==> src/pkg/gpp_pkg.sv <==
// constants and types shared by the gpio port block
package gpp_pkg;
	localparam int PIN_N  = 16;
	localparam int FUNC_N = 8;

	// ------------------------------------------------------------
	// register byte offsets
	// ------------------------------------------------------------
	localparam logic [5:0] OFF_MODE = 6'h00;
	localparam logic [5:0] OFF_PULL = 6'h0C;
	localparam logic [5:0] OFF_IN_LVL  = 6'h10;
	localparam logic [5:0] OFF_OUT_LVL = 6'h14;
	localparam logic [5:0] OFF_SCR  = 6'h18;
	localparam logic [5:0] OFF_WPR  = 6'h1C;
	localparam logic [5:0] OFF_MUXL = 6'h20;
	localparam logic [5:0] OFF_MUXH = 6'h24;
	localparam logic [5:0] OFF_CLR  = 6'h28;

	// ------------------------------------------------------------
	// reset values and field codes
	// ------------------------------------------------------------
	localparam logic [31:0] MODE_RST_FIRST = 32'h2800_0000;
	localparam logic [31:0] PULL_RST_FIRST = 32'h2400_0000;
	localparam logic [31:0] REG_RST        = 32'h0000_0000;
	localparam logic [15:0] HALF_RST       = 16'h0000;
	localparam logic [16:0] WPR_RST        = 17'h0_0000;
	localparam int          LOCK_SEQ_BIT   = 16;
	localparam logic [1:0]  MODE_OUT       = 2'h1;
	localparam logic [1:0]  MODE_MUX       = 2'h2;
	localparam logic [1:0]  PULL_UP        = 2'h1;
	localparam logic [1:0]  PULL_DOWN      = 2'h2;

	typedef enum logic [3:0] {
		LK_IDLE  = 4'h1,
		LK_ONE   = 4'h2,
		LK_ZERO  = 4'h4,
		LK_AGAIN = 4'h8
	} gpp_lock_state_t;
endpackage

==> src/pkg/gpp_link_if.sv <==
// signals between the port core, its lock sequencer and its pin mux
`timescale 1ns/1ps
interface gpp_link_if;
	logic         wr_stb;
	logic         rd_stb;
	logic [16:0]  wdata;
	logic         active;
	logic [15:0]  lock_mask;
	logic [31:0]  mode;
	logic [31:0]  muxl;
	logic [31:0]  muxh;
	logic [15:0]  out_level;
	logic [127:0] alt_out;
	logic [15:0]  pin_drive;
	logic [15:0]  pin_oe;

	modport lock_mp (input wr_stb, rd_stb, wdata,
		output active, lock_mask);
	modport mux_mp (input mode, muxl, muxh, out_level, alt_out,
		output pin_drive, pin_oe);
	modport core_mp (output wr_stb, rd_stb, wdata, mode, muxl, muxh,
		out_level, alt_out, input active, lock_mask, pin_drive, pin_oe);
endinterface

==> src/design/gpp_lock_seq.sv <==
// write-protect arming sequencer: write 1, write 0, write 1, read
`timescale 1ns/1ps
module gpp_lock_seq
	import gpp_pkg::*;
(
	input  wire logic ref_clk,
	input  wire logic sys_rst,
	gpp_link_if.lock_mp lk
);
	gpp_lock_state_t state_reg, state_next;
	logic [15:0]     pend_reg, pend_next;
	logic            active_reg, active_next;
	logic [15:0]     lmask_reg, lmask_next;
	logic            seq_bit, same;

	assign seq_bit = lk.wdata[LOCK_SEQ_BIT];
	assign same    = lk.wdata[15:0] == pend_reg;

	// ------------------------------------------------------------
	// sequence tracking
	// ------------------------------------------------------------
	always_comb begin
		state_next  = state_reg;
		pend_next   = pend_reg;
		active_next = active_reg;
		lmask_next  = lmask_reg;
		// any wrong write restarts; a read out of turn is ignored; a fresh 1 may open a new attempt
		if (!active_reg && lk.wr_stb) begin
			state_next = seq_bit ? LK_ONE : LK_IDLE;
			pend_next  = lk.wdata[15:0];
			case (state_reg)
				LK_ONE: if (!seq_bit && same) state_next = LK_ZERO;
				LK_ZERO: if (seq_bit && same) state_next = LK_AGAIN;
				default: ;
			endcase
		end else if (!active_reg && lk.rd_stb &&
				state_reg == LK_AGAIN) begin
			active_next = 1'b1;
			lmask_next  = pend_reg;
			state_next  = LK_IDLE;
		end
	end

	always_ff @(posedge ref_clk) begin
		if (sys_rst) begin
			state_reg  <= LK_IDLE;
			pend_reg   <= HALF_RST;
			active_reg <= 1'b0;
			lmask_reg  <= HALF_RST;
		end else begin
			state_reg  <= state_next;
			pend_reg   <= pend_next;
			active_reg <= active_next;
			lmask_reg  <= lmask_next;
		end
	end

	assign lk.active    = active_reg;
	assign lk.lock_mask = lmask_reg;
endmodule

==> src/design/gpp_pin_mux.sv <==
// per-pin choice between output level and alternate function
`timescale 1ns/1ps
module gpp_pin_mux
	import gpp_pkg::*;
(
	gpp_link_if.mux_mp mx
);
	for (genvar i = 0; i < PIN_N; i++) begin : g_pin
		logic [1:0] mode;
		logic [3:0] sel;
		logic       fn;
		assign mode = mx.mode[2*i +: 2];
		if (i < 8) begin : g_lo
			assign sel = mx.muxl[4*i +: 4];
		end else begin : g_hi
			assign sel = mx.muxh[4*(i-8) +: 4];
		end
		assign fn = mx.alt_out[FUNC_N*i + int'(sel[2:0])];
		// reserved codes 1xxx leave the pin undriven
		assign mx.pin_drive[i] = (mode == MODE_MUX) ?
			fn : mx.out_level[i];
		assign mx.pin_oe[i] = (mode == MODE_OUT) ||
			(mode == MODE_MUX && !sel[3]);
	end
endmodule

==> src/design/gpp_port.sv <==
// sixteen-pin gpio port with Avalon-MM register slave
// Operation
// - each pin has a two-bit pull field, 00 none, 01 pull-up, 10 down.
// - pull register resets to 0x24000000 on the first port, else zero.
// - input register shows the sixteen pin levels, upper half zero.
// - output register holds one level per pin, reset zero, 1 is high.
// - a 1 in bit 16+y of the set/clear register clears output bit y unless bit y is also 1.
// - a 1 in bit y of the set/clear register sets output bit y.
// - a 1 in bit y of the clear-only register clears output bit y.
// - the lock register holds a per-pin protect mask in bits 15:0.
// - lock arms after writes of bit 16 as 1, 0, 1 then a read.
// - pins 0-7 take a four-bit function select from the low register.
// - pins 8-15 take the same kind of select from the high register.
// - the low function register sits at 0x20 and resets to zero.
// - a selected function drives the pin only in mode 10.
`timescale 1ns/1ps
module gpp_port
	import gpp_pkg::*;
#(
	parameter bit FIRST_PORT = 1'b0
)(
	input  wire logic         ref_clk,
	input  wire logic         sys_rst,
	input  wire logic [5:0]   avs_address,
	input  wire logic         avs_read,
	input  wire logic         avs_write,
	input  wire logic [31:0]  avs_writedata,
	input  wire logic [3:0]   avs_byteenable,
	output logic      [31:0]  avs_readdata,
	output logic              avs_waitrequest,
	input  wire logic [15:0]  pin_in,
	input  wire logic [127:0] alt_func_out,
	output logic      [15:0]  pin_out,
	output logic      [15:0]  pin_oe,
	output logic      [15:0]  pin_pull_up,
	output logic      [15:0]  pin_pull_down
);
	localparam logic [31:0] MODE_RST = FIRST_PORT ? MODE_RST_FIRST : REG_RST;
	localparam logic [31:0] PULL_RST = FIRST_PORT ? PULL_RST_FIRST : REG_RST;

	gpp_link_if lk ();

	logic        wait_reg, wait_next;
	logic [31:0] rdata_reg, rdata_next;
	logic [31:0] mode_reg, mode_next;
	logic [31:0] pull_reg, pull_next;
	logic [31:0] muxl_reg, muxl_next;
	logic [31:0] muxh_reg, muxh_next;
	logic [15:0] out_lvl_reg, out_lvl_next;
	logic [16:0] wpr_reg, wpr_next;
	logic [15:0] in_lvl_reg, pout_reg, poe_reg, pu_reg, pd_reg;
	logic [15:0] pu_w, pd_w;

	logic [5:0]  addr;
	logic        wr_acc, rd_acc;
	logic [31:0] bmask, wd;
	logic [31:0] prot2, protl, proth;
	logic [15:0] set_b, clr_b, out_lvl_base;
	logic [31:0] rd_mux;

	function automatic logic [31:0] merge(input logic [31:0] old_v,
		input logic [31:0] new_v, input logic [31:0] keep);
		merge = (old_v & keep) | (new_v & ~keep);
	endfunction

	// ------------------------------------------------------------
	// bus decode
	// ------------------------------------------------------------
	assign addr   = {avs_address[5:2], 2'b00};
	assign wr_acc = avs_write && !wait_reg;
	assign rd_acc = avs_read && !wait_reg;
	assign bmask  = {{8{avs_byteenable[3]}}, {8{avs_byteenable[2]}},
		{8{avs_byteenable[1]}}, {8{avs_byteenable[0]}}};
	assign wd     = avs_writedata & bmask;

	// per-pin protection spread over two- and four-bit fields
	for (genvar i = 0; i < PIN_N; i++) begin : g_prot
		logic p;
		assign p = lk.active && lk.lock_mask[i];
		assign prot2[2*i +: 2] = {2{p}};
		if (i < 8) begin : g_lo
			assign protl[4*i +: 4] = {4{p}};
		end else begin : g_hi
			assign proth[4*(i-8) +: 4] = {4{p}};
		end
		assign pu_w[i] = pull_reg[2*i +: 2] == PULL_UP;
		assign pd_w[i] = pull_reg[2*i +: 2] == PULL_DOWN;
	end

	always_comb begin
		case (addr)
			OFF_MODE: rd_mux = mode_reg;
			OFF_PULL: rd_mux = pull_reg;
			OFF_IN_LVL:  rd_mux = {HALF_RST, in_lvl_reg};
			OFF_OUT_LVL: rd_mux = {HALF_RST, out_lvl_reg};
			OFF_WPR:  rd_mux = {15'h0000, wpr_reg};
			OFF_MUXL: rd_mux = muxl_reg;
			OFF_MUXH: rd_mux = muxh_reg;
			default:  rd_mux = REG_RST;
		endcase
	end

	// ------------------------------------------------------------
	// register file
	// ------------------------------------------------------------
	always_comb begin
		// one wait state: answer follows the first cycle of a request
		wait_next  = !((avs_read || avs_write) && wait_reg);
		rdata_next = (avs_read && wait_reg) ? rd_mux : rdata_reg;
		mode_next  = mode_reg;
		pull_next  = pull_reg;
		muxl_next  = muxl_reg;
		muxh_next  = muxh_reg;
		wpr_next   = wpr_reg;
		out_lvl_base = out_lvl_reg;
		set_b      = HALF_RST;
		clr_b      = HALF_RST;
		if (wr_acc) begin
			case (addr)
				OFF_MODE: mode_next = merge(mode_reg, wd,
					~bmask | prot2);
				OFF_PULL: pull_next = merge(pull_reg, wd,
					~bmask | prot2);
				OFF_OUT_LVL: out_lvl_base = (out_lvl_reg & ~bmask[15:0]) |
					(wd[15:0] & bmask[15:0]);
				OFF_SCR: begin
					set_b = wd[15:0];
					clr_b = wd[31:16];
				end
				OFF_CLR: clr_b = wd[15:0];
				OFF_WPR: if (!lk.active)
					wpr_next = (wpr_reg & ~bmask[16:0]) |
						(wd[16:0] & bmask[16:0]);
				OFF_MUXL: muxl_next = merge(muxl_reg, wd,
					~bmask | protl);
				OFF_MUXH: muxh_next = merge(muxh_reg, wd,
					~bmask | proth);
				default: ;
			endcase
		end
		out_lvl_next = (out_lvl_base & ~clr_b) | set_b;
	end

	always_ff @(posedge ref_clk) begin
		if (sys_rst) begin
			wait_reg  <= 1'b1;
			rdata_reg <= REG_RST;
			mode_reg  <= MODE_RST;
			pull_reg  <= PULL_RST;
			muxl_reg  <= REG_RST;
			muxh_reg  <= REG_RST;
			out_lvl_reg <= HALF_RST;
			wpr_reg   <= WPR_RST;
		end else begin
			wait_reg  <= wait_next;
			rdata_reg <= rdata_next;
			mode_reg  <= mode_next;
			pull_reg  <= pull_next;
			muxl_reg  <= muxl_next;
			muxh_reg  <= muxh_next;
			out_lvl_reg <= out_lvl_next;
			wpr_reg   <= wpr_next;
		end
	end

	// ------------------------------------------------------------
	// lock sequencer and pin mux
	// ------------------------------------------------------------
	assign lk.wr_stb    = wr_acc && addr == OFF_WPR;
	assign lk.rd_stb    = rd_acc && addr == OFF_WPR;
	assign lk.wdata     = wd[16:0];
	assign lk.mode      = mode_reg;
	assign lk.muxl      = muxl_reg;
	assign lk.muxh      = muxh_reg;
	assign lk.out_level = out_lvl_reg;
	assign lk.alt_out   = alt_func_out;

	gpp_lock_seq u_lock (
		.ref_clk (ref_clk),
		.sys_rst (sys_rst),
		.lk      (lk.lock_mp)
	);

	gpp_pin_mux u_mux (
		.mx (lk.mux_mp)
	);

	// ------------------------------------------------------------
	// pin-facing registers
	// ------------------------------------------------------------
	// pins arrive synchronous; one stage aligns them with bus reads
	always_ff @(posedge ref_clk) begin
		if (sys_rst) begin
			in_lvl_reg <= HALF_RST;
			pout_reg <= HALF_RST;
			poe_reg  <= HALF_RST;
			pu_reg   <= HALF_RST;
			pd_reg   <= HALF_RST;
		end else begin
			in_lvl_reg <= pin_in;
			pout_reg <= lk.pin_drive;
			poe_reg  <= lk.pin_oe;
			pu_reg   <= pu_w;
			pd_reg   <= pd_w;
		end
	end

	assign avs_readdata    = rdata_reg;
	assign avs_waitrequest = wait_reg;
	assign pin_out         = pout_reg;
	assign pin_oe          = poe_reg;
	assign pin_pull_up     = pu_reg;
	assign pin_pull_down   = pd_reg;
endmodule

==> config.mk <==
export PLATFORM = sky130hd
export DESIGN_NAME = gpp_port
export DESIGN_NICKNAME = d
export VERILOG_FILES = /design/src/pkg/gpp_pkg.sv /design/src/pkg/gpp_link_if.sv /design/src/design/gpp_lock_seq.sv /design/src/design/gpp_pin_mux.sv /design/src/design/gpp_port.sv
export SDC_FILE = /design/constraint.sdc
export NUM_CORES = 1
export LEC_CHECK = 0
export BUFFER_PORTS_ARGS = -buffer_cell sky130_fd_sc_hd__buf_2
export CAP_MARGIN = 10
export CORE_MARGIN = 2
export CORE_UTILIZATION = 46
export CTS_CLUSTER_DIAMETER = 80
export DETAILED_ROUTE_END_ITERATION = 8
export PLACE_DENSITY = 0.69
export SYNTH_ARGS = -nofsm -noshare
export SYNTH_HDL_FRONTEND = slang
export SYNTH_SLANG_ARGS = --single-unit
==> constraint.sdc <==
create_clock -name ref_clk -period 4.15 [get_ports ref_clk]
set_input_delay 0.2075 -clock ref_clk [delete_from_list [all_inputs] [get_ports ref_clk]]
set_output_delay 0.2075 -clock ref_clk [all_outputs]
set_load 0.01 [all_outputs]
# After elaboration in Yosys (flattened, before gate mapping)
# Cells that the tools add are included.
# Widths: inputs -> output; s select.
[totals]
out_inout_bits = 97
elab_cells = 320
ff_bits = 311
[classes]
n_mux = 76
n_addsub = 15
eq_ne = 76
n_lt_le_gt_ge = 16
n_reduce_logical = 88
bitwise = 32
[ops]
columns = ["op", "n"]
rows = [
  ["$lt 32x9->1 const B", 15],
  ["$and 32x32->32", 8],
  ["$or 32x32->32", 7],
  ["$pmux 32 s7", 1],
  ["$not 32->32", 4],
  ["$bmux 1 s7", 15],
  ["$mux 16", 5],
  ["$add 7x3->8 const A", 8],
  ["$eq 2x1->1 const B", 32],
  ["$eq 2x2->1 const B", 32],
  ["$and 16x16->16", 3],
  ["$mux 1", 47],
  ["$logic_and 1x1->1", 43],
  ["$and 17x17->17", 2],
  ["$not 16->16", 2],
  ["$or 16x16->16", 2],
  ["$pmux 16 s2", 1],
  ["$add 6x3->7 const A", 4],
  ["$eq 4x3->1 const B", 5],
  ["$logic_not 1->1", 20],
  ["$logic_or 1x1->1", 17],
  ["$not 17->17", 1],
  ["$or 17x17->17", 1],
  ["$eq 16x16->1", 1],
  ["14 further kinds", 27],
]

# Logic depth before layout (Yosys ltp)
# Gate-level depths: netlist of run 1.
[depth]
depth_word = 7
mapped_depth = 8
depth_no_buf = 5

# By module
# From an unflattened synthesis of run 1, not the netlist that was laid out.
[hier_totals]
cells_unflattened = 1506
hier_area_um2 = 14325.0
[by_module_without_submodules]
columns = ["module", "cells_each", "instances", "seq_area_each_um2", "area_each_um2"]
rows = [
  ["gpp_port", 1157, 1, 5485.3, 11188.2],
  ["gpp_pin_mux", 176, 1, 0.0, 1586.5],
  ["gpp_lock_seq", 173, 1, 740.7, 1550.2],
]

# Worst setup path after synthesis of run 1
# OpenSTA, ideal clock, no wires.
[synth_timing]
path_type = "register to register"
startpoint = "reg u_lock.state_reg[0]"
endpoint = "reg u_lock.lmask_reg[10], in the netlist u_lock.lk.lock_mask[10]"
path_stages_with_launch = 7
setup_slack_ps = 2460
n_path_buf = 1
setup_time_ps = 132
arrival_time_ps = 1557
synth_period_minus_slack_ps = 1690
path_cell_list = "dfxtp_1 -> or3_1 -> nor3_2 -> nand2_1 -> buf_2 -> nand2_1 -> a21oi_1"
[synth_between]
elab_chain_cells = 3
[synth_lines]
columns = ["element", "line", "text"]
rows = [
  ["start, declared", "gpp_lock_seq.sv:10", "gpp_lock_state_t state_reg, state_next;"],
  ["start signal, assigned", "gpp_lock_seq.sv:51", "state_reg <= state_next;"],
  ["$eq 4x4->1", "gpp_lock_seq.sv:37", "state_reg == LK_AGAIN) begin"],
  ["$logic_and 1x1->1", "gpp_lock_seq.sv:36", "end else if (!active_reg && lk.rd_stb &&"],
  ["$reduce_and 2->1 (no source line)", "n/a", ""],
  ["end signal, assigned", "gpp_lock_seq.sv:54", "lmask_reg <= lmask_next;"],
  ["end, declared", "gpp_lock_seq.sv:13", "logic [15:0] lmask_reg, lmask_next;"],
]
# Every way passes these cells.
# A chain may end at the register's enable or synchronous reset.

# Worst setup path in the final report of run 1
[layout_timing]
startpoint = "reg wait_reg, in the netlist avs_waitrequest"
endpoint = "reg out_lvl_reg[5], in the netlist lk.out_level[5]"
[layout_between]
elab_chain_cells = 6
word_cells_on_any_way = 8
cone_classes = "mux: 3; bitwise: 3; reduce/logical: 2"
[layout_lines]
columns = ["element", "line", "text"]
rows = [
  ["start, declared", "gpp_port.sv:43", "logic wait_reg, wait_next;"],
  ["start signal, assigned", "gpp_port.sv:155", "wait_reg <= wait_next;"],
  ["$logic_not 1->1 (*)", "gpp_port.sv:70", "assign wr_acc = avs_write && !wait_reg;"],
  ["$logic_and 1x1->1 (*)", "gpp_port.sv:70", ""],
  ["$mux 16", "gpp_port.sv:118", "if (wr_acc) begin"],
  ["$not 16->16", "gpp_port.sv:141", "out_lvl_next = (out_lvl_base & ~clr_b) | set_b;"],
  ["$and 16x16->16", "gpp_port.sv:141", ""],
  ["$or 16x16->16 (*)", "gpp_port.sv:141", ""],
  ["end signal, assigned", "gpp_port.sv:161", "out_lvl_reg <= out_lvl_next;"],
  ["end, declared", "gpp_port.sv:49", "logic [15:0] out_lvl_reg, out_lvl_next;"],
]
# Every way passes the cells marked *; elsewhere a longest branch is shown, timed or not.

==> results of run 1 <==
==> power breakdown <==
| part | switching, mW | internal [mW] |
|---|---|---|
| clock network | 1.24 | 1.95 |
| logic | 0.271 | 0.161 |
| registers | 0.0127 | 3.00 |
| total | 1.52 | 5.11 |
==> cells in the mapped netlist (3+ instances only) <==
cell type and count:
dfxtp_1 311, nor2_1 184, a21oi_1 160, nand2_1 153
mux2i_1 123, nand3_1 110, clkbuf_1 82, a22oi_1 76
nor2b_1 53, nor3b_1 35, buf_2 32, mux4_2 32
o21ai_0 27, inv_1 20, a211oi_1 17, a21o_1 16
o21ai_1 10, and3b_1 8, nor4bb_1 8, xnor2_1 8
nand2b_1 7, o211ai_1 7, o31ai_1 7, a222oi_1 6
a31oi_1 6, and3_1 6, and2_1 5, buf_4 5
nand4_1 5, nor3_1 5, a32oi_1 4, nand3_2 4
a21boi_0 3, a31o_2 3, nor4b_1 3, o32ai_1 3
==> worst reg2reg max path: cells and delay by family (launching register included) <==
family	cells	cell delay, ns
compound gates	1	0.16
flops	1	0.37
simple gates	4	1.75
==> layer usage <==
layer | share of wire (%) | routed length, um
met1 | 41 | 19200
met2 | 46 | 21600
met3 | 9.3 | 4410
met4 | 4.2 | 1990
met5 | 0.025 | 12
==> path summary, 6_finish.rpt <==
check                          to              start  depth (start not counted)  slack (ns)
setup / recovery  lk.out_level[5]    avs_waitrequest                          5        1.79
hold reg to reg   avs_readdata[9]    avs_readdata[9]                          2        0.45
hold / removal           register  avs_writedata[27]                          3        0.03
setup reg to reg  lk.out_level[5]    avs_waitrequest                          5        1.79
==> layout by cell type, fill, tap and decap left out, types with 5 or more instances in the layout <==
master and n:
a21oi_1 160, buf_2 283, clkbuf_16 35, mux2i_1 123, clkbuf_8 8, o31ai_1 7, nor4bb_1 7, clkbuf_1 6
a31oi_1 6, o21ai_1 10, dlygate4sd3_1 17, inv_1 20, o211ai_1 7, xnor2_1 8, nor3b_1 35, nor2_1 184
nand4_1 5, a22oi_1 76, buf_4 23, nand2_1 153, nand2b_1 7, nor3_1 5, mux4_2 32, and2_1 5
nand3_1 110, nor2b_1 53, o21ai_0 27, a222oi_1 6, and3b_1 8, a21o_1 16, and3_1 6, dfxtp_1 311
a211oi_1 17
==> final cells by class <==
class                      instances  area, um^2
fill                            2722       13300
sequential                       311        6230
tap                              396         495
antenna                            2        5.00
clock inverter                    12         175
timing repair buffer             325        1790
multi-input combinational       1125        7260
inverter                          20        75.1
clock buffer                      49        1010
==> logic make-up after synthesis <==
| group | Yosys count |
|---|---|
| xor+xnor | 10 |
| simple gates | 602 |
| mux | 156 |
| compound gates | 357 |
| buf+inv | 142 |
| flops | 311 |
==> stage by stage <==
step	std cells	cell area [um^2]	power, mW	setup slack [ns]	hold WS, ns
6_report	2240	17000	6.63	1.79	0.0277
2_1_floorplan	1578	14100	3.30	2.46	0.323
3_3_place_gp	2160	15700	3.48	1.49	0.419
4_1_cts	2238	17000	6.64	1.89	0.00979
5_1_grt	2240	17000	6.80	1.69	0.0183
3_5_place_dp	2160	15700	3.49	1.48	0.419
==> results.py, run 1 <==
metrics = {
    "floorplanning": {
        "die_width_um": 179,
        "die_h_um": 179,
        "io_pins": 287,
        "design.core.area_mm2": 0.0303,
        "rows": 64,
        "start_util_pct": 46.3,
        "die_area_mm2": 0.0320,
    },
    "clocking": {
        "ctsResizeCount": 0,
        "holdBufCountCts": 17,
        "clk_path_buf_depth": 3,
        "cts.sinks": 311,
        "post-cts-setup-buffers": 0,
        "clk_pin_slew_ns": 0.06,
        "ctsHtreeMaxLevel": 2,
        "clockRootBuffer": "clkbuf_16",
        "numCtsBuffers": 34,
        "cts_tree": "done",
        "worstSkewPairLatency_ns": 0.52,
    },
    "synthesis": {
        "ys_seq_area_share_pct": 44.3,
        "synth_warnings": 0,
        "syn-cell-area_mm2": 0.0141,
        "synth-main-ff-cell": "dfxtp_1",
        "synth_top_family_by_area": "simple AND/OR/NAND/NOR gates",
        "synthesis.instances": 1578,
        "synth_fa_ha_area_share_pct": 0,
        "synth_xor_area_share_pct": 0.623,
        "synthSimpleGateAreaFrac_pct": 21.0,
        "synth.distinct_cells": 64,
        "synth.area.top_cells": "dfxtp_1, mux2i_1, a21oi_1",
        "synth_compound_area_share_pct": 15.9,
        "synth-seq-cells": 311,
        "yosys.area.top_type": "dfxtp_1",
        "syn_nets": 1768,
        "muxShareOfSynthArea_pct": 14.0,
        "syn_avg_cell_area_um2": 8.91,
        "synth_edf_count": 0,
        "yosys.area.top_type_share_pct": 44.3,
        "async_flop_share_pct": 0,
    },
    "power": {
        "vdd_drop_max_mv": 0.259,
        "pwr_density_cell_mw_per_mm2": 389,
        "p_leak_nw": 7.16,
    },
    "run": {
        "cap_viol_max_count": 0,
    },
    "worst_setup_path": {
        "cp_data_arrival_time_ns": 2.79,
        "cp_cell_sequence": "nand2b_1 > nor3_1 > and2_0 > nand2_1 > a21oi_1",
        "cp-end-kind": "register",
        "cp.required_ns": 4.58,
        "slowest_delay_ns": 0.69,
        "worstSetupPathType": "reg2reg",
        "worst-path-max-fanout": 17,
        "crit_family": "simple AND/OR/NAND/NOR gates",
        "cp_slowest_cell": "nor3_1",
        "cp_num_buf_inv": 0,
        "start_kind": "register",
    },
    "timing": {
        "layout_min_cycle_time_ns": 2.36,
        "drv_slew": 0,
        "setup_viol": 0,
        "timing.slew.headroom_pct": 26.7,
        "tightestPinTransition_ns": 1.10,
        "hold_violations": 0,
        "tns_ns": 0,
        "max_freq_ghz": 0.424,
        "skew_ns": 0.0196,
        "grt_setup_unrepaired": "no",
        "period_share_pct": 56.9,
    },
    "detailed_routing": {
        "vias_per_cell": 5.86,
        "post_drt_wl_per_cell_um": 21.1,
        "post-route-drc-count": 0,
        "vias": 13135,
        "wirelength_mm": 47.2,
        "drt_pass1_iterations": 6,
        "drt_iter0_drc": 1363,
        "drtAntennaViolNets": 0,
    },
    "place": {
        "hpwl_mm": 33.4,
        "io_buffers": 284,
        "place_congestion": 0.893,
    },
    "global_route": {
        "use_met2_pct": 45.4,
        "grt_pass1_vias": 12226,
        "busiest_layer": "met2",
        "grt_pass1_wl_mm": 69.8,
        "grtUsageMet3_pct": 6.62,
        "grt_use_total_pct": 28.6,
        "gr-usage-met1_pct": 37.0,
        "antenna_found_initial": 4,
        "grt-ovfl-total": 0,
        "grt_max_degree": 147,
    },
    "layout": {
        "syn_to_final_growth_pct": 21.2,
        "drive_above_1_share_pct": 22.5,
        "post-route-util_pct": 56.1,
        "num-nets-final": 2007,
    },
    "worst_hold_path": {
        "hold_path_class": "in2reg",
    },
    "status": {
        "outcome": "finished, final reports clean",
    },
}
No activity file was read; power rests on OpenSTA's default activity.
==> run 2: changes to the inputs <==
PLACE_DENSITY = 0.71   (was 0.69)
clock period = 1.9 ns   (was 4.15 ns; I/O delays follow)
==> results.py, run 2 (same netlist as run 1, synthesis figures left out) <==
metrics = {
    "timing": {
        "drv_slew": 0,
        "hold_violations": 0,
        "hold_slack_ns": 0.0444,
        "setup_viol": 0,
        "timing.slew.headroom_pct": 55.9,
        "grt_setup_unrepaired": "no",
        "tightestPinTransition_ns": 0.661,
        "period_share_pct": 91.7,
        "layout_min_cycle_time_ns": 1.74,
        "setup_ws_ns": 0.158,
        "max_freq_ghz": 0.574,
        "tns_ns": 0,
        "skew_ns": 0.0242,
    },
    "power": {
        "seq_power_share_pct": 45.1,
        "internal-power_mw": 11.3,
        "p_sw_mw": 3.31,
        "report.power.total_mw": 14.6,
        "p_leak_nw": 7.53,
        "clkPwrFrac_pct": 47.5,
        "pwr_density_cell_mw_per_mm2": 822,
        "vdd_drop_max_mv": 0.503,
        "switching_share_pct": 22.7,
        "p_comb_share_pct": 7.3,
    },
    "clocking": {
        "cts.sinks": 311,
        "worstSkewPairLatency_ns": 0.52,
        "cts_tree": "done",
        "ctsHtreeMaxLevel": 2,
        "clockRootBuffer": "clkbuf_16",
        "numCtsBuffers": 34,
        "post-cts-setup-buffers": 0,
        "clk_pin_slew_ns": 0.07,
        "clk_path_buf_depth": 3,
    },
    "detailed_routing": {
        "vias_per_cell": 5.90,
        "drtAntennaViolNets": 0,
        "post_drt_wl_per_cell_um": 20.9,
        "post-route-drc-count": 0,
        "drt_pass1_iterations": 6,
        "drt_iter0_drc": 1516,
        "vias": 13641,
        "wirelength_mm": 48.3,
    },
    "layout": {
        "drive_above_1_share_pct": 24.0,
        "syn_to_final_growth_pct": 26.3,
        "num-nets-final": 2083,
        "most-common-layout-cells": "dfxtp_1, buf_2, nor2_1",
        "final_common_cell": "dfxtp_1",
        "final_cells": 2311,
    },
    "global_route": {
        "grt_use_total_pct": 29.4,
        "grt-ovfl-total": 0,
        "grt_max_degree": 87,
        "antenna_found_initial": 1,
        "grt_pass1_wl_mm": 72.3,
        "grt_pass1_vias": 12754,
    },
    "worst_setup_path": {
        "cp_data_arrival_time_ns": 2.10,
        "cp.required_ns": 2.26,
        "start_kind": "register",
        "cp-end-kind": "register",
        "worstSetupPathType": "reg2reg",
        "worst-path-max-fanout": 4,
    },
    "place": {
        "io_buffers": 284,
        "hpwl_mm": 35.1,
        "dp_cells": 2206,
        "pre_cts_slack_ns": 0.0132,
        "place_congestion": 0.955,
    },
    "floorplanning": {
        "rows": 64,
        "die_h_um": 179,
        "die_area_mm2": 0.0320,
        "design.core.area_mm2": 0.0303,
        "die_width_um": 179,
        "io_pins": 287,
        "start_util_pct": 46.3,
    },
    "status": {
        "outcome": "finished, final reports clean",
    },
    "run": {
        "cap_viol_max_count": 0,
    },
    "worst_hold_path": {
        "hold_path_class": "in2reg",
    },
}
-- run 2: changes by cell type in the layout (fill, tap and decap cells not counted), sizes merged, moves of 2 or more --
cell / previous run / this run
buf: 308 / 354
dlygate4sd3: 17 / 47
clkbuf: 49 / 46
clkinv: 6 / 4
-- run 2: final timing paths --
kind / start / endpoint / slack, ns / cells past startpoint
worst max-delay path: register / pin_out[4] / 0.16 / 3
worst min-delay path: avs_byteenable[3] / register / 0.04 / 4
worst max register to register: register / pin_out[4] / 0.16 / 3
worst min register to register: avs_readdata[12] / avs_readdata[12] / 0.45 / 2
-- run 2: layout make-up --
class | count | area [um^2]
Sequential cell | 311 | 6230
Inverter | 20 | 75.1
Fill cell | 2692 | 12600
Timing Repair Buffer | 401 | 2530
Clock inverter | 11 | 186
Clock buffer | 46 | 977
Tap cell | 396 | 495
Multi-Input combinational cell | 1125 | 7260
Antenna cell | 1 | 2.50
-- run 2: routing by layer --
layer	wire length [um]	up-vias	global-route usage (%)
met2	22400	709	47.5
li1	-	6271	-
met3	4400	129	4.56
met1	19600	6532	39.0
met5	0	-	0
met4	1920	0	12.5
-- run 2: repair_timing --
action | 4_1_cts | 5_1_grt
hold endpoints to repair | 104 | 0
endpoints found under the setup margin | 0 | 20
gates resized for setup | 0 | 2
hold buffers | 47 | 0
-- run 2: power by group through the flow --
stage / sequential [mW] / clock (mW) / combinational [mW]
5_1_grt: 6.58 / 7.25 / 1.13
6_report: 6.58 / 6.93 / 1.07
3_3_place_gp: 6.73 / 0 / 0.952
4_1_cts: 6.58 / 7.00 / 1.05
3_5_place_dp: 6.73 / 0 / 0.968
2_1_floorplan: 6.72 / 0 / 0.483
-- run 2: metrics by stage --
| step | utilization (%) | cell area [um^2] |
|---|---|---|
| finish | 58.5 | 17700 |
| global route | 58.5 | 17700 |
| CTS | 58.5 | 17700 |
| detailed placement | 53.1 | 16100 |
| global placement | 53.1 | 16100 |
| floorplan | - | 14100 |
-- run 2: critical path, cell delays in order (launching register included) --
cell and delay (ns):
dfxtp_1 0.48, mux4_2 0.54, mux2i_1 0.36, a211oi_1 0.21
==> run 3: changes to the inputs <==
CORE_MARGIN = not set   (was 2)
==> results.py, run 3 (same netlist as run 1, synthesis figures left out) <==
metrics = {
    "timing": {
        "drv_slew": 0,
        "hold_violations": 0,
        "setup_viol": 0,
        "grt_setup_unrepaired": "no",
        "timing.slew.headroom_pct": 53.0,
        "layout_min_cycle_time_ns": 1.82,
        "period_share_pct": 95.9,
        "tns_ns": 0,
        "skew_ns": 0.0188,
        "hold_slack_ns": 0.0497,
        "setup_ws_ns": 0.0770,
        "max_freq_ghz": 0.549,
        "tightestPinTransition_ns": 0.703,
    },
    "floorplanning": {
        "rows": 63,
        "die_area_mm2": 0.0313,
        "die_width_um": 177,
        "die_h_um": 177,
        "io_pins": 287,
        "start_util_pct": 47.1,
        "design.core.area_mm2": 0.0299,
    },
    "clocking": {
        "ctsHtreeMaxLevel": 2,
        "cts.sinks": 311,
        "numCtsBuffers": 34,
        "cts_tree": "done",
        "clk_pin_slew_ns": 0.06,
        "clk_path_buf_depth": 3,
        "worstSkewPairLatency_ns": 0.52,
        "clockRootBuffer": "clkbuf_16",
    },
    "layout": {
        "num-nets-final": 2092,
        "syn_to_final_growth_pct": 27.1,
        "post-route-util_pct": 59.8,
        "final_cell_area_mm2": 0.0179,
        "most-common-layout-cells": "dfxtp_1, buf_2, nor2_1",
        "final_common_cell": "dfxtp_1",
        "fillers": 2616,
        "diodes": 0,
        "multiInputGateArea_mm2": 0.00726,
        "seq_area_mm2": 0.00623,
        "drive_above_1_share_pct": 24.5,
        "final_cells": 2315,
    },
    "power": {
        "vdd_drop_max_mv": 0.467,
        "p_leak_nw": 7.61,
        "report.power.total_mw": 15.0,
        "pwr_density_cell_mw_per_mm2": 839,
    },
    "worst_setup_path": {
        "worst-path-max-fanout": 17,
        "cp_data_arrival_time_ns": 2.27,
        "slowest_delay_ns": 0.60,
        "start_kind": "register",
        "rrSetupSlack_ns": 0.08,
        "cp.required_ns": 2.35,
        "cp_cell_sequence": "nand2_1 > a2111o_2 > a21oi_1 > a21oi_1 > nor2_1",
        "cp-end-kind": "register",
        "cpMostUsedCell": "a21oi_1",
        "worstSetupPathType": "reg2reg",
        "cp_slowest_cell": "a2111o_2",
    },
    "detailed_routing": {
        "post-route-drc-count": 0,
        "wirelength_mm": 49.1,
        "drtAntennaViolNets": 0,
        "drt_iter0_drc": 1407,
        "post_drt_wl_per_cell_um": 21.2,
        "vias": 13580,
        "vias_per_cell": 5.87,
        "drt_pass1_iterations": 6,
    },
    "global_route": {
        "grt_use_total_pct": 30.6,
        "grt_pass1_wl_mm": 73.4,
        "antenna_found_initial": 0,
        "grt_max_degree": 105,
        "grt-ovfl-total": 0,
        "grt_pass1_vias": 12969,
    },
    "place": {
        "post_dp_cell_area_mm2": 0.0162,
        "pre_cts_slack_ns": 0.0237,
        "hpwl_mm": 36.2,
        "io_buffers": 284,
        "dp_cells": 2209,
        "place_congestion": 0.962,
    },
    "status": {
        "outcome": "finished, final reports clean",
    },
    "run": {
        "cap_viol_max_count": 0,
    },
    "worst_hold_path": {
        "hold_path_class": "in2reg",
    },
}
[run 3: cell count changes in the layout (fill, tap and decap cells not counted)]
cell,before,now
clkinv_4,0,1
bufinv_16,5,8
buf_12,8,7
diode_2,1,0
clkinv_2,4,5
buf_4,62,72
clkbuf_8,6,5
clkinvlp_4,1,0
clkbuf_1,5,4
[run 3: worst max-delay path, delay by kind of cell (launching register included)]
| kind | cells | cell delay, ns |
|---|---|---|
| AO/OA/AOI/OAI | 3 | 1.01 |
| flip-flops | 1 | 0.49 |
| AND/OR/NAND/NOR | 2 | 0.27 |
[run 3: layer usage]
metal / track usage (%) / vias to the layer above / share of wire [%]
li1: - / 6289 / -
met1: 40.0 / 6533 / 42
met2: 50.4 / 649 / 47
met3: 5.30 / 109 / 8.2
met4: 11.2 / 0 / 3.2
met5: 0 / - / 0
[run 3: cell type report]
type                            count  area share [%]
Tap cell                          390            2.73
Clock inverter                     15            1.58
Multi-Input combinational cell   1125            40.6
Sequential cell                   311            34.8
Inverter                           20           0.420
Clock buffer                       44            5.37
Timing Repair Buffer              410            14.4
[run 3: what timing repair did]
item                       4_1_cts  5_1_grt
hold buffers                    47        0
gates resized for setup          0        2
setup endpoints to repair        0       10
buffers inserted                 0        0
hold endpoints to repair       101        0
[run 3: power by group]
group / switching [mW] / total [mW] / internal [mW]
sequential: 0.0291 / 6.58 / 6.55
combinational: 0.629 / 1.08 / 0.449
clock: 2.69 / 7.34 / 4.65
[run 3: path summary, 6_finish.rpt]
kind | depth (start not counted) | endpoint | startpoint
max | 5 | avs_readdata[27] | avs_waitrequest
min | 5 | u_lock.pend_reg[7] | avs_writedata[7]
max reg2reg | 5 | avs_readdata[27] | avs_waitrequest
min reg2reg | 2 | register | register
